`src/hw/ief_map.vh`:
```
/*
 holds register offsets, field positions and reset values of the
 interrupt enable and flag logic; included by ief_top only.
*/
`ifndef IEF_MAP_VH
`define IEF_MAP_VH
// ----------------------------------------
// register byte offsets
// ----------------------------------------
`define IEF_OFS_MAIN 4'h0
`define IEF_OFS_PEN1 4'h4
`define IEF_OFS_PEN2 4'h8
`define IEF_OFS_PFLG1 4'hc
`define IEF_OFS_PFLG2 5'h10
`define IEF_OFS_PCHG 5'h14
`define IEF_OFS_CTRL 5'h18
`define IEF_OFS_ISTAT 5'h1c
`define IEF_OFS_IMASK 6'h20
// ----------------------------------------
// main control fields
// ----------------------------------------
`define IEF_GIE_BIT 7
`define IEF_PGATE_BIT 6
`define IEF_T0EN_BIT 5
`define IEF_EXTEN_BIT 4
`define IEF_PCEN_BIT 3
`define IEF_T0FLG_BIT 2
`define IEF_EXTFLG_BIT 1
`define IEF_PCFLG_BIT 0
// ----------------------------------------
// other fields and resets
// ----------------------------------------
`define IEF_PEN2_MASK 8'hef
`define IEF_MAIN_RST 8'h00
`define IEF_PEN_RST 8'h00
`define IEF_EDGE_BIT 0
`define IEF_VECTOR 16'h0004
`define IEF_PINS 8
`endif

```
`src/hw/ief_sync.v`:
```
/*
 two flip-flop synchroniser for a vector of pin levels.
 assumes one clock aclk and synchronous active-low reset.
*/
`timescale 1ns/1ps
`default_nettype none
module ief_sync #(
	parameter W = 8
) (
	input wire aclk,
	input wire aresetn,
	input wire [W-1:0] din,
	output wire [W-1:0] dout
);
	reg [W-1:0] s1_q;
	reg [W-1:0] s2_q;
	always @(posedge aclk) begin
		if (!aresetn) begin
			s1_q <= {W{1'b0}};
			s2_q <= {W{1'b0}};
		end else begin
			s1_q <= din;
			s2_q <= s1_q;
		end
	end
	assign dout = s2_q;
endmodule
`default_nettype wire

```
`src/hw/ief_edge.v`:
```
/*
 edge detector on synchronised pin levels, selectable polarity.
 assumes inputs already synchronised to aclk.
*/
`timescale 1ns/1ps
`default_nettype none
module ief_edge #(
	parameter W = 8
) (
	input wire aclk,
	input wire aresetn,
	input wire [W-1:0] lvl,
	input wire rise_sel,
	output wire [W-1:0] any_edge,
	output wire [W-1:0] sel_edge
);
	reg [W-1:0] prev_q;
	always @(posedge aclk) begin
		if (!aresetn) begin
			prev_q <= {W{1'b0}};
		end else begin
			prev_q <= lvl;
		end
	end
	assign any_edge = lvl ^ prev_q;
	// rising when select is one, falling otherwise
	assign sel_edge = rise_sel ? (lvl & ~prev_q) : (~lvl & prev_q);
endmodule
`default_nettype wire

```
`src/hw/ief_top.v`:
```
/*
 interrupt enable and flag logic: main control, two peripheral
 enable registers, flags and one request to the core, over AXI4-Lite.
 assumes event pulses from peripherals on aclk; pins asynchronous.
*/
`timescale 1ns/1ps
`default_nettype none
`include "ief_map.vh"
module ief_top #(
	parameter PINS = `IEF_PINS
) (
	input wire aclk,
	input wire aresetn,
	input wire [31:0] s_axi_awaddr,
	input wire s_axi_awvalid,
	output reg s_axi_awready,
	input wire [31:0] s_axi_wdata,
	input wire [3:0] s_axi_wstrb,
	input wire s_axi_wvalid,
	output reg s_axi_wready,
	output reg [1:0] s_axi_bresp,
	output reg s_axi_bvalid,
	input wire s_axi_bready,
	input wire [31:0] s_axi_araddr,
	input wire s_axi_arvalid,
	output reg s_axi_arready,
	output reg [31:0] s_axi_rdata,
	output reg [1:0] s_axi_rresp,
	output reg s_axi_rvalid,
	input wire s_axi_rready,
	input wire timer0_overflow,
	input wire ext_pin,
	input wire [PINS-1:0] change_pins,
	input wire [7:0] periph_evt1,
	input wire [7:0] periph_evt2,
	input wire irq_taken,
	input wire return_from_service_op,
	output reg core_irq_q,
	output reg [15:0] core_vector_q,
	output reg irq_q
);
	// ----------------------------------------
	// state
	// ----------------------------------------
	reg [7:0] main_q;
	reg [7:0] pen1_q;
	reg [7:0] pen2_q;
	reg [7:0] pflg1_q;
	reg [7:0] pflg2_q;
	reg [PINS-1:0] per_pin_change_flags_q;
	reg ext_pin_edge_select_q;
	reg [2:0] istat_q;
	reg [2:0] imask_q;
	reg [31:0] awaddr_q;
	reg [31:0] wdata_q;
	reg [3:0] wstrb_q;
	reg aw_have_q;
	reg w_have_q;
	wire [PINS:0] pin_sync;
	wire [PINS-1:0] pc_any;
	wire [0:0] ext_sel;
	wire ext_edge;
	wire pin_change_summary_flag;
	wire wr_fire;
	wire rd_fire;
	wire [31:0] wmask;
	wire [31:0] wv;
	wire [7:0] w8;
	wire core_src;
	wire per_src;
	wire req_d;
	wire [2:0] ev;
	// ----------------------------------------
	// pin inputs
	// ----------------------------------------
	ief_sync #(.W(PINS + 1)) u_sync (
		.aclk(aclk),
		.aresetn(aresetn),
		.din({ext_pin, change_pins}),
		.dout(pin_sync)
	);
	ief_edge #(.W(PINS)) u_pc_edge (
		.aclk(aclk),
		.aresetn(aresetn),
		.lvl(pin_sync[PINS-1:0]),
		.rise_sel(1'b1),
		.any_edge(pc_any),
		.sel_edge()
	);
	ief_edge #(.W(1)) u_ext_edge (
		.aclk(aclk),
		.aresetn(aresetn),
		.lvl(pin_sync[PINS]),
		.rise_sel(ext_pin_edge_select_q),
		.any_edge(),
		.sel_edge(ext_sel)
	);
	assign ext_edge = ext_sel[0];
	assign pin_change_summary_flag = |per_pin_change_flags_q;
	// ----------------------------------------
	// byte-lane write helper
	// ----------------------------------------
	function [31:0] lanes;
		input [3:0] s;
		begin
			lanes = {{8{s[3]}}, {8{s[2]}}, {8{s[1]}}, {8{s[0]}}};
		end
	endfunction
	assign wr_fire = aw_have_q & w_have_q & ~s_axi_bvalid;
	assign rd_fire = s_axi_arvalid & s_axi_arready;
	assign wmask = lanes(wstrb_q);
	assign wv = wdata_q & wmask;
	assign w8 = wv[7:0];
	// ----------------------------------------
	// request logic
	// ----------------------------------------
	assign core_src = (main_q[`IEF_T0EN_BIT] & main_q[`IEF_T0FLG_BIT]) |
		(main_q[`IEF_EXTEN_BIT] & main_q[`IEF_EXTFLG_BIT]) |
		(main_q[`IEF_PCEN_BIT] & pin_change_summary_flag);
	assign per_src = main_q[`IEF_PGATE_BIT] &
		(|(pen1_q & pflg1_q) | |(pen2_q & pflg2_q));
	assign req_d = main_q[`IEF_GIE_BIT] & (core_src | per_src);
	assign ev = {irq_taken & core_irq_q, ext_edge, |pc_any};
	// ----------------------------------------
	// registers and flags
	// ----------------------------------------
	always @(posedge aclk) begin
		if (!aresetn) begin
			main_q <= `IEF_MAIN_RST;
			pen1_q <= `IEF_PEN_RST;
			pen2_q <= `IEF_PEN_RST;
			pflg1_q <= 8'h00;
			pflg2_q <= 8'h00;
			per_pin_change_flags_q <= {PINS{1'b0}};
			ext_pin_edge_select_q <= 1'b0;
			istat_q <= 3'h0;
			imask_q <= 3'h0;
			core_irq_q <= 1'b0;
			core_vector_q <= 16'h0000;
			irq_q <= 1'b0;
		end else begin
			if (wr_fire) begin
				if (awaddr_q[5:0] == {2'b00, `IEF_OFS_MAIN}) begin
					if (wstrb_q[0]) begin
						main_q[7:1] <= w8[7:1];
					end
				end else if (awaddr_q[5:0] == {2'b00, `IEF_OFS_PEN1}) begin
					if (wstrb_q[0]) begin
						pen1_q <= w8;
					end
				end else if (awaddr_q[5:0] == {2'b00, `IEF_OFS_PEN2}) begin
					if (wstrb_q[0]) begin
						pen2_q <= w8 & `IEF_PEN2_MASK;
					end
				end else if (awaddr_q[5:0] == {2'b00, `IEF_OFS_PFLG1}) begin
					pflg1_q <= pflg1_q & ~w8;
				end else if (awaddr_q[5:0] == {1'b0, `IEF_OFS_PFLG2}) begin
					pflg2_q <= pflg2_q & ~w8;
				end else if (awaddr_q[5:0] == {1'b0, `IEF_OFS_PCHG}) begin
					per_pin_change_flags_q <= per_pin_change_flags_q &
						~wv[PINS-1:0];
				end else if (awaddr_q[5:0] == {1'b0, `IEF_OFS_CTRL}) begin
					if (wstrb_q[0]) begin
						ext_pin_edge_select_q <= w8[`IEF_EDGE_BIT];
					end
				end else if (awaddr_q[5:0] == {1'b0, `IEF_OFS_ISTAT}) begin
					istat_q <= istat_q & ~w8[2:0];
				end else if (awaddr_q[5:0] == `IEF_OFS_IMASK) begin
					if (wstrb_q[0]) begin
						imask_q <= w8[2:0];
					end
				end
			end
			// set wins over a same-cycle clear
			if (timer0_overflow) begin
				main_q[`IEF_T0FLG_BIT] <= 1'b1;
			end
			if (ext_edge) begin
				main_q[`IEF_EXTFLG_BIT] <= 1'b1;
			end
			// core takes the request, gie cleared, vector loaded
			if (irq_taken & core_irq_q) begin
				main_q[`IEF_GIE_BIT] <= 1'b0;
				core_vector_q <= `IEF_VECTOR;
			end else if (return_from_service_op) begin
				main_q[`IEF_GIE_BIT] <= 1'b1;
			end
			pflg1_q[7:0] <= (wr_fire &&
				awaddr_q[5:0] == {2'b00, `IEF_OFS_PFLG1} ?
				pflg1_q & ~w8 : pflg1_q) | periph_evt1;
			pflg2_q <= ((wr_fire &&
				awaddr_q[5:0] == {1'b0, `IEF_OFS_PFLG2} ?
				pflg2_q & ~w8 : pflg2_q) | periph_evt2) &
				`IEF_PEN2_MASK;
			per_pin_change_flags_q <= ((wr_fire &&
				awaddr_q[5:0] == {1'b0, `IEF_OFS_PCHG}) ?
				per_pin_change_flags_q & ~wv[PINS-1:0] :
				per_pin_change_flags_q) | pc_any;
			istat_q <= ((wr_fire &&
				awaddr_q[5:0] == {1'b0, `IEF_OFS_ISTAT}) ?
				istat_q & ~w8[2:0] : istat_q) | ev;
			core_irq_q <= req_d & ~(irq_taken & core_irq_q);
			irq_q <= |(istat_q & imask_q);
		end
	end
	// ----------------------------------------
	// axi4-lite write channel
	// ----------------------------------------
	always @(posedge aclk) begin
		if (!aresetn) begin
			awaddr_q <= 32'h00000000;
			wdata_q <= 32'h00000000;
			wstrb_q <= 4'h0;
			aw_have_q <= 1'b0;
			w_have_q <= 1'b0;
			s_axi_awready <= 1'b0;
			s_axi_wready <= 1'b0;
			s_axi_bvalid <= 1'b0;
			s_axi_bresp <= 2'b00;
		end else begin
			s_axi_awready <= ~aw_have_q & ~s_axi_awready & ~s_axi_bvalid;
			s_axi_wready <= ~w_have_q & ~s_axi_wready & ~s_axi_bvalid;
			if (s_axi_awvalid & s_axi_awready) begin
				awaddr_q <= s_axi_awaddr;
				aw_have_q <= 1'b1;
				s_axi_awready <= 1'b0;
			end
			if (s_axi_wvalid & s_axi_wready) begin
				wdata_q <= s_axi_wdata;
				wstrb_q <= s_axi_wstrb;
				w_have_q <= 1'b1;
				s_axi_wready <= 1'b0;
			end
			if (wr_fire) begin
				aw_have_q <= 1'b0;
				w_have_q <= 1'b0;
				s_axi_bvalid <= 1'b1;
				s_axi_bresp <= (awaddr_q[31:6] == 26'h0 &&
					awaddr_q[1:0] == 2'b00 &&
					awaddr_q[5:2] <= 4'h8) ? 2'b00 : 2'b10;
			end else if (s_axi_bvalid & s_axi_bready) begin
				s_axi_bvalid <= 1'b0;
			end
		end
	end
	// ----------------------------------------
	// axi4-lite read channel
	// ----------------------------------------
	always @(posedge aclk) begin
		if (!aresetn) begin
			s_axi_arready <= 1'b0;
			s_axi_rvalid <= 1'b0;
			s_axi_rdata <= 32'h00000000;
			s_axi_rresp <= 2'b00;
		end else begin
			s_axi_arready <= ~s_axi_rvalid & ~s_axi_arready;
			if (rd_fire) begin
				s_axi_arready <= 1'b0;
				s_axi_rvalid <= 1'b1;
				s_axi_rresp <= 2'b00;
				s_axi_rdata <= 32'h00000000;
				if (s_axi_araddr[31:6] != 26'h0 ||
					s_axi_araddr[1:0] != 2'b00) begin
					s_axi_rresp <= 2'b10;
				end else if (s_axi_araddr[5:0] == {2'b00, `IEF_OFS_MAIN}) begin
					s_axi_rdata[7:0] <= {main_q[7:1],
						pin_change_summary_flag};
				end else if (s_axi_araddr[5:0] == {2'b00, `IEF_OFS_PEN1}) begin
					s_axi_rdata[7:0] <= pen1_q;
				end else if (s_axi_araddr[5:0] == {2'b00, `IEF_OFS_PEN2}) begin
					s_axi_rdata[7:0] <= pen2_q;
				end else if (s_axi_araddr[5:0] == {2'b00, `IEF_OFS_PFLG1}) begin
					s_axi_rdata[7:0] <= pflg1_q;
				end else if (s_axi_araddr[5:0] == {1'b0, `IEF_OFS_PFLG2}) begin
					s_axi_rdata[7:0] <= pflg2_q;
				end else if (s_axi_araddr[5:0] == {1'b0, `IEF_OFS_PCHG}) begin
					s_axi_rdata[PINS-1:0] <= per_pin_change_flags_q;
				end else if (s_axi_araddr[5:0] == {1'b0, `IEF_OFS_CTRL}) begin
					s_axi_rdata[0] <= ext_pin_edge_select_q;
				end else if (s_axi_araddr[5:0] == {1'b0, `IEF_OFS_ISTAT}) begin
					s_axi_rdata[2:0] <= istat_q;
				end else if (s_axi_araddr[5:0] == `IEF_OFS_IMASK) begin
					s_axi_rdata[2:0] <= imask_q;
				end else begin
					s_axi_rresp <= 2'b10;
				end
			end else if (s_axi_rvalid & s_axi_rready) begin
				s_axi_rvalid <= 1'b0;
			end
		end
	end
endmodule
`default_nettype wire

```
`config.mk`:
```
export PLATFORM = sky130hd
export DESIGN_NAME = ief_top
export DESIGN_NICKNAME = d
export VERILOG_FILES = /design/src/hw/ief_sync.v /design/src/hw/ief_edge.v /design/src/hw/ief_top.v
export VERILOG_INCLUDE_DIRS = /design/src /design/src/hw
export SDC_FILE = /design/constraint.sdc
export NUM_CORES = 1
export LEC_CHECK = 0
export BUFFER_PORTS_ARGS = -buffer_cell sky130_fd_sc_hd__buf_2
export CELL_PAD_IN_SITES_DETAIL_PLACEMENT = 0
export CELL_PAD_IN_SITES_GLOBAL_PLACEMENT = 1
export CORE_MARGIN = 4
export CORE_UTILIZATION = 34
export CTS_BUF_LIST = sky130_fd_sc_hd__clkbuf_8
export CTS_CLUSTER_DIAMETER = 150
export DETAILED_ROUTE_END_ITERATION = 10
export PLACE_DENSITY = 0.77
export SKIP_LAST_GASP = 1
export SLEW_MARGIN = 20
export SYNTH_ARGS = -nofsm -noshare
export SYNTH_HDL_FRONTEND = slang
export SYNTH_SLANG_ARGS = --single-unit
```
`constraint.sdc`:
```
create_clock -name aclk -period 1.86 [get_ports aclk]
set_input_delay 0 -clock aclk [delete_from_list [all_inputs] [get_ports aclk]]
set_output_delay 0 -clock aclk [all_outputs]
set_load 0.02 [all_outputs]
```
; Yosys cells after proc, flatten, opt, wreduce, memory -nomap -nowiden
; Cells that the tools add are included.
[word_totals]
latchBits = 0
elab_cells = 189
romBits = 0
memories = 0
out_inout_bits = 59
ram_bits = 0
ff_bits = 143
input_bits = 135
[classes]
n_eq_ne = 16
div_mod_pow = 0
multipliers = 0
n_addsub = 0
n_mux = 38
shifts = 0
bitwise = 59
magnitude_cmp = 1
reduce_logical = 42
[op_table]
columns = op, count
row1 = $mux 8, 9
row2 = $and 8x8->8, 6
row3 = $eq 6x5->1 const B, 8
row4 = $reduce_or 8->1, 4
row5 = $logic_not 26->1, 1
row6 = $reduce_bool 26->1, 1
row7 = $eq 6x4->1 const B, 4
row8 = $mux 2, 12
row9 = $or 8x8->8, 3
row10 = $reduce_bool 2->1, 12
row11 = $and 1x1->1, 21
row12 = $mux 7, 3
row13 = $not 1->1, 19
row14 = $eq 6x3->1 const B, 2
row15 = $eq 6x6->1 const B, 2
row16 = $logic_not 6->1, 2
row17 = $mux 3, 4
row18 = $reduce_and 3->1, 4
row19 = $reduce_and 11->1, 1
row20 = $reduce_or 2->1, 5
row21 = $mux 1, 9
row22 = $reduce_and 9->1, 1
row23 = $not 8->8, 1
row24 = $xor 8x8->8, 1
row25 = other kinds (12), 21

; Depth between registers and ports, before layout
[depth]
word_depth = 11
mapped_depth = 7
ltp_nobuf = 5

; By module
; From an unflattened synthesis, not the netlist that was laid out.
[unflattened]
hier_cells = 775
area_unflattened_um2 = 6470.0
[modules_own_cells]
columns = mod, seq_area_each_um2, cells_per_inst, area_per_inst_um2, instances
row1 = ief_top, 2262.2, 665, 5258.8, 1
row2 = ief_edge (u_pc_edge), 160.2, 65, 631.9, 1
row3 = ief_sync, 360.3, 37, 501.7, 1
row4 = ief_edge (u_ext_edge), 20.0, 8, 77.6, 1

; Worst setup path after synthesis
; No wires, ideal clock.
[synth_path]
path_type = reg2reg
startpoint = register s_axi_bvalid
endpoint = register main_q[7]
arrival_time_ns = 1.703
path_stages_with_launch = 6
n_path_buf = 0
slack_ns = 0.041
path_cell_list = dfxtp_1 > nand3b_4 > or3_4 > nor2_4 > mux2_4 > o211a_1
[synth_via]
elab_chain_len = 4
[synth_lines]
columns = item, line
row1 = "start, declared", ief_top.v:22  ; output reg s_axi_bvalid,
row2 = "start signal, assigned", ief_top.v:218  ; s_axi_bvalid <= 1'b0;
row3 = "start signal, assigned", ief_top.v:237  ; s_axi_bvalid <= 1'b1;
row4 = "start signal, assigned", ief_top.v:242  ; s_axi_bvalid <= 1'b0;
row5 = $not 1->1, ief_top.v:109  ; assign wr_fire = aw_have_q & w_have_q & ~s_axi_bvalid;
row6 = $and 1x1->1, ief_top.v:109
row7 = $reduce_bool 2->1 (no source line), n/a
row8 = $reduce_and 3->1 (no source line), n/a
row9 = "end signal, assigned", ief_top.v:129  ; main_q <= `IEF_MAIN_RST;
row10 = "end signal, assigned", ief_top.v:145  ; main_q[7:1] <= w8[7:1];
row11 = "end, declared", ief_top.v:45  ; reg [7:0] main_q;
; Every way passes these cells.
; A chain may end at the register's enable or synchronous reset.

; Worst setup path in the final report
[layout_path]
startpoint = register s_axi_awready
endpoint = register awaddr_q[23]
[layout_via]
elab_chain_len = 1
[layout_lines]
columns = item, line
row1 = "start, declared", ief_top.v:16  ; output reg s_axi_awready,
row2 = "start signal, assigned", ief_top.v:221  ; s_axi_awready <= ~aw_have_q & ~s_axi_awready & ~s_axi_bvalid;
row3 = $and 1x1->1, ief_top.v:223  ; if (s_axi_awvalid & s_axi_awready) begin
row4 = "end signal, assigned", ief_top.v:224  ; awaddr_q <= s_axi_awaddr;
row5 = "end, declared", ief_top.v:54  ; reg [31:0] awaddr_q;
; Every way passes these cells.

==> results.cfg <==
[outcome]
outcome = complete, no violations

[cts]
cts_setup_buffers = 0
tritoncts = yes
cts_buffers = 17
ctsLongestPathBuffers = 2
clk_latency_ns = 0.45
path_clk_slew_ns = 0.08
cts-root-buf = clkbuf_8
clock_sinks = 140
cts.htree.levels = 4

[global_route]
grt_max_degree = 86
grt_pass1_vias = 5398
grt_antenna_before_repair = 0
grt_overflow_total = 0
grt_pass1_wl_um = 26700
grtUsageTotal = 0.168

[setup_path]
worstPathArrival_ns = 2.16
reg2reg_from = s_axi_awready
worstSetupPathType = flop to flop
cp_max_fo = 24
crit_start = s_axi_awready
required_ns = 2.25
cp-end-kind = flop
start_kind = flop

[layout]
fill_cells = 1716
final_util = 0.464
antenna_cells = 0
synthToLayoutAreaGrowth_pct = 33.5
fin_cells = 1167
drive_gt1_frac = 0.204
fin_nets = 1064

[timing]
tns_ns = 0
skew_ns = 0.0126
fin_crit_ns = 1.77
fin_crit_sh = 0.952
clock.fmax_mhz = 565
final_max_slew_viol_count = 0
setup_violations = 0
hold_viol = 0
rsz0062_at_grt = false

[detailed_routing]
drtIter0Drc = 382
vias = 5551
wirelength_um = 16800
wire_per_inst_um = 14.4
drc = 0
dr.pass1.iters = 6
final_antenna_net_count = 0
via_per_inst = 4.76

[placed_design]
routabilityCongestion = 0.867
numPlacedInstances = 1047
dpl.hpwl_um = 11700
numPortBuffers = 124

[synthesis]
synth_cells = 720
synth_area_sq_um = 6030
ys.flop_type = dfxtp_1
ys_ff_latch = 140
ys_seq_area_frac = 0.464
synth.distinct_cells = 54
yosys_warnings = 0
postSynthAreaPerCell_sq_um = 8.38
synth_edf_count = 0
synthArstFlopShare = 0

[die]
die_width_um = 141
rows = 48
core-area_sq_um = 17400
start_util = 0.348
ios = 194
dieArea_sq_um = 19900
die_y_um = 141

[power]
p_per_area_nw_per_um2 = 814
finalPower_uw = 6560
irDropWorstVdd_mv = 0.621
p_leak_uw = 0.00336

[run]
drv_cap = 0

[hold_path]
holdCritPathClass = primary input to flop
worstHoldStart = s_axi_araddr[21]
## state kept, by name (all words and copies together), names as in the netlist, 8 cells and up
name	count
s_axi_rdata	8
u_sync.s1_q	9
pflg1_q	8
awaddr_q	32
u_sync.dout	9
u_pc_edge.prev_q	8
wdata_q	8
pen1_q	8
per_pin_change_flags_q	8
## Yosys cell counts, drive strengths merged (2+ instances only)
cell / number / area share
a22o: 2 / 0.0029
o31ai: 4 / 0.0050
a21oi: 98 / 0.081
a32o: 3 / 0.0050
clkbuf: 26 / 0.016
nor3: 8 / 0.0066
inv: 17 / 0.011
mux2i: 16 / 0.027
mux2: 3 / 0.0062
nand3b: 2 / 0.0046
nor2b: 7 / 0.0073
o21ai: 42 / 0.035
nand2b: 17 / 0.018
o211ai: 2 / 0.0025
and2: 29 / 0.030
or2: 8 / 0.0083
and3: 2 / 0.0021
dfxtp: 140 / 0.46
a22oi: 7 / 0.0087
buf: 52 / 0.062
a21boi: 5 / 0.0062
nand3: 21 / 0.018
nor2: 29 / 0.021
o2bb2ai: 2 / 0.0029
nor3b: 3 / 0.0064
a221oi: 3 / 0.0044
xnor2: 8 / 0.012
nor4: 16 / 0.019
a222oi: 3 / 0.0050
nand4: 7 / 0.0073
nand2: 125 / 0.078
## cell type report
cell class	count	area, sq um	area share
Tap cell	225	282	0.0349
Clock inverter	13	154	0.0191
Multi-Input combinational cell	525	2860	0.354
Clock buffer	19	262	0.0325
Inverter	17	63.8	0.00792
Sequential cell	140	2800	0.348
Timing Repair Buffer	228	1640	0.203
## placed cells by master (no fill, tap or decap), drive strengths merged, types with 8 or more instances in the layout
cell         Yosys  routed
and2            29      29
nand2b          17      17
nand3           21      21
nand2          125     125
clkbuf          26      19
buf             52     140
dlygate4sd3      0      88
conb             1      41
nor4            16      16
or2              8       8
mux2i           16      16
xnor2            8       8
nor3             8       8
inv             17      22
nor2            29      29
dfxtp          140     140
o21ai           42      42
a21oi           98      98
## per-stage QoR
step | instance area (sq um) | hold WS (ns) | setup slack, ns
after CTS | 8050 | 0.000952 | 0.117
after detailed placement | 6750 | 0.208 | 0.155
after floorplan | 6180 | 0.127 | 0.0409
after global routing | 8060 | 0.0496 | 0.00119
final | 8060 | 0.0289 | 0.0890
after global placement | 6750 | 0.210 | 0.189
## timing repair
item	CTS	global route
resized for setup	0	2
endpoints found under the setup margin	0	11
hold buffers	88	0
hold endpoints to repair	73	0
## layer usage
| layer | vias up | global-route usage | part of all wire |
|---|---|---|---|
| met3 | 22 | 0.0431 | 0.080 |
| met1 | 2506 | 0.210 | 0.43 |
| met2 | 212 | 0.285 | 0.47 |
| met4 | 0 | 0.0474 | 0.017 |
| met5 | - | 0 | 0 |
| li1 | 2811 | - | - |
## path summary, 6_finish.rpt
| check | cells after the start | slack [ns] | endpoint |
|---|---|---|---|
| worst max-delay path | 5 | 0.09 | awaddr_q[23] |
| worst min-delay path | 6 | 0.03 | s_axi_rdata[4] |
| worst max register to register | 5 | 0.09 | awaddr_q[23] |
| worst min register to register | 1 | 0.44 | u_sync.dout[8] |
## worst max-delay path, stage by stage, from the launching register on
cell and delay (ns):
dfxtp_1 0.35, nand2_1 0.28, buf_6 0.26, nand2_1 0.08, a21oi_1 0.16, dlygate4sd3_1 0.58
## logic make-up (layout without fill, tap and decap cells)
logic type / count (synthesis) / after routing / synth area share
xor+xnor: 8 / 8 / 0.0116
other cells: 1 / 41 / 0.000621
buf+inv: 95 / 277 / 0.0885
mux: 19 / 19 / 0.0328
flops: 140 / 140 / 0.464
simple gates: 279 / 279 / 0.233
compound gates: 178 / 178 / 0.169
## power breakdown
group | total [uW] | internal (uW) | switching [uW] | leakage [uW]
clock | 2550 | 1290 | 1260 | 0.000210
combinational | 785 | 372 | 413 | 0.00200
sequential | 3220 | 3120 | 103 | 0.00114
total | 6560 | 4780 | 1770 | 0.00336
No activity file was read; power rests on OpenSTA's default activity.
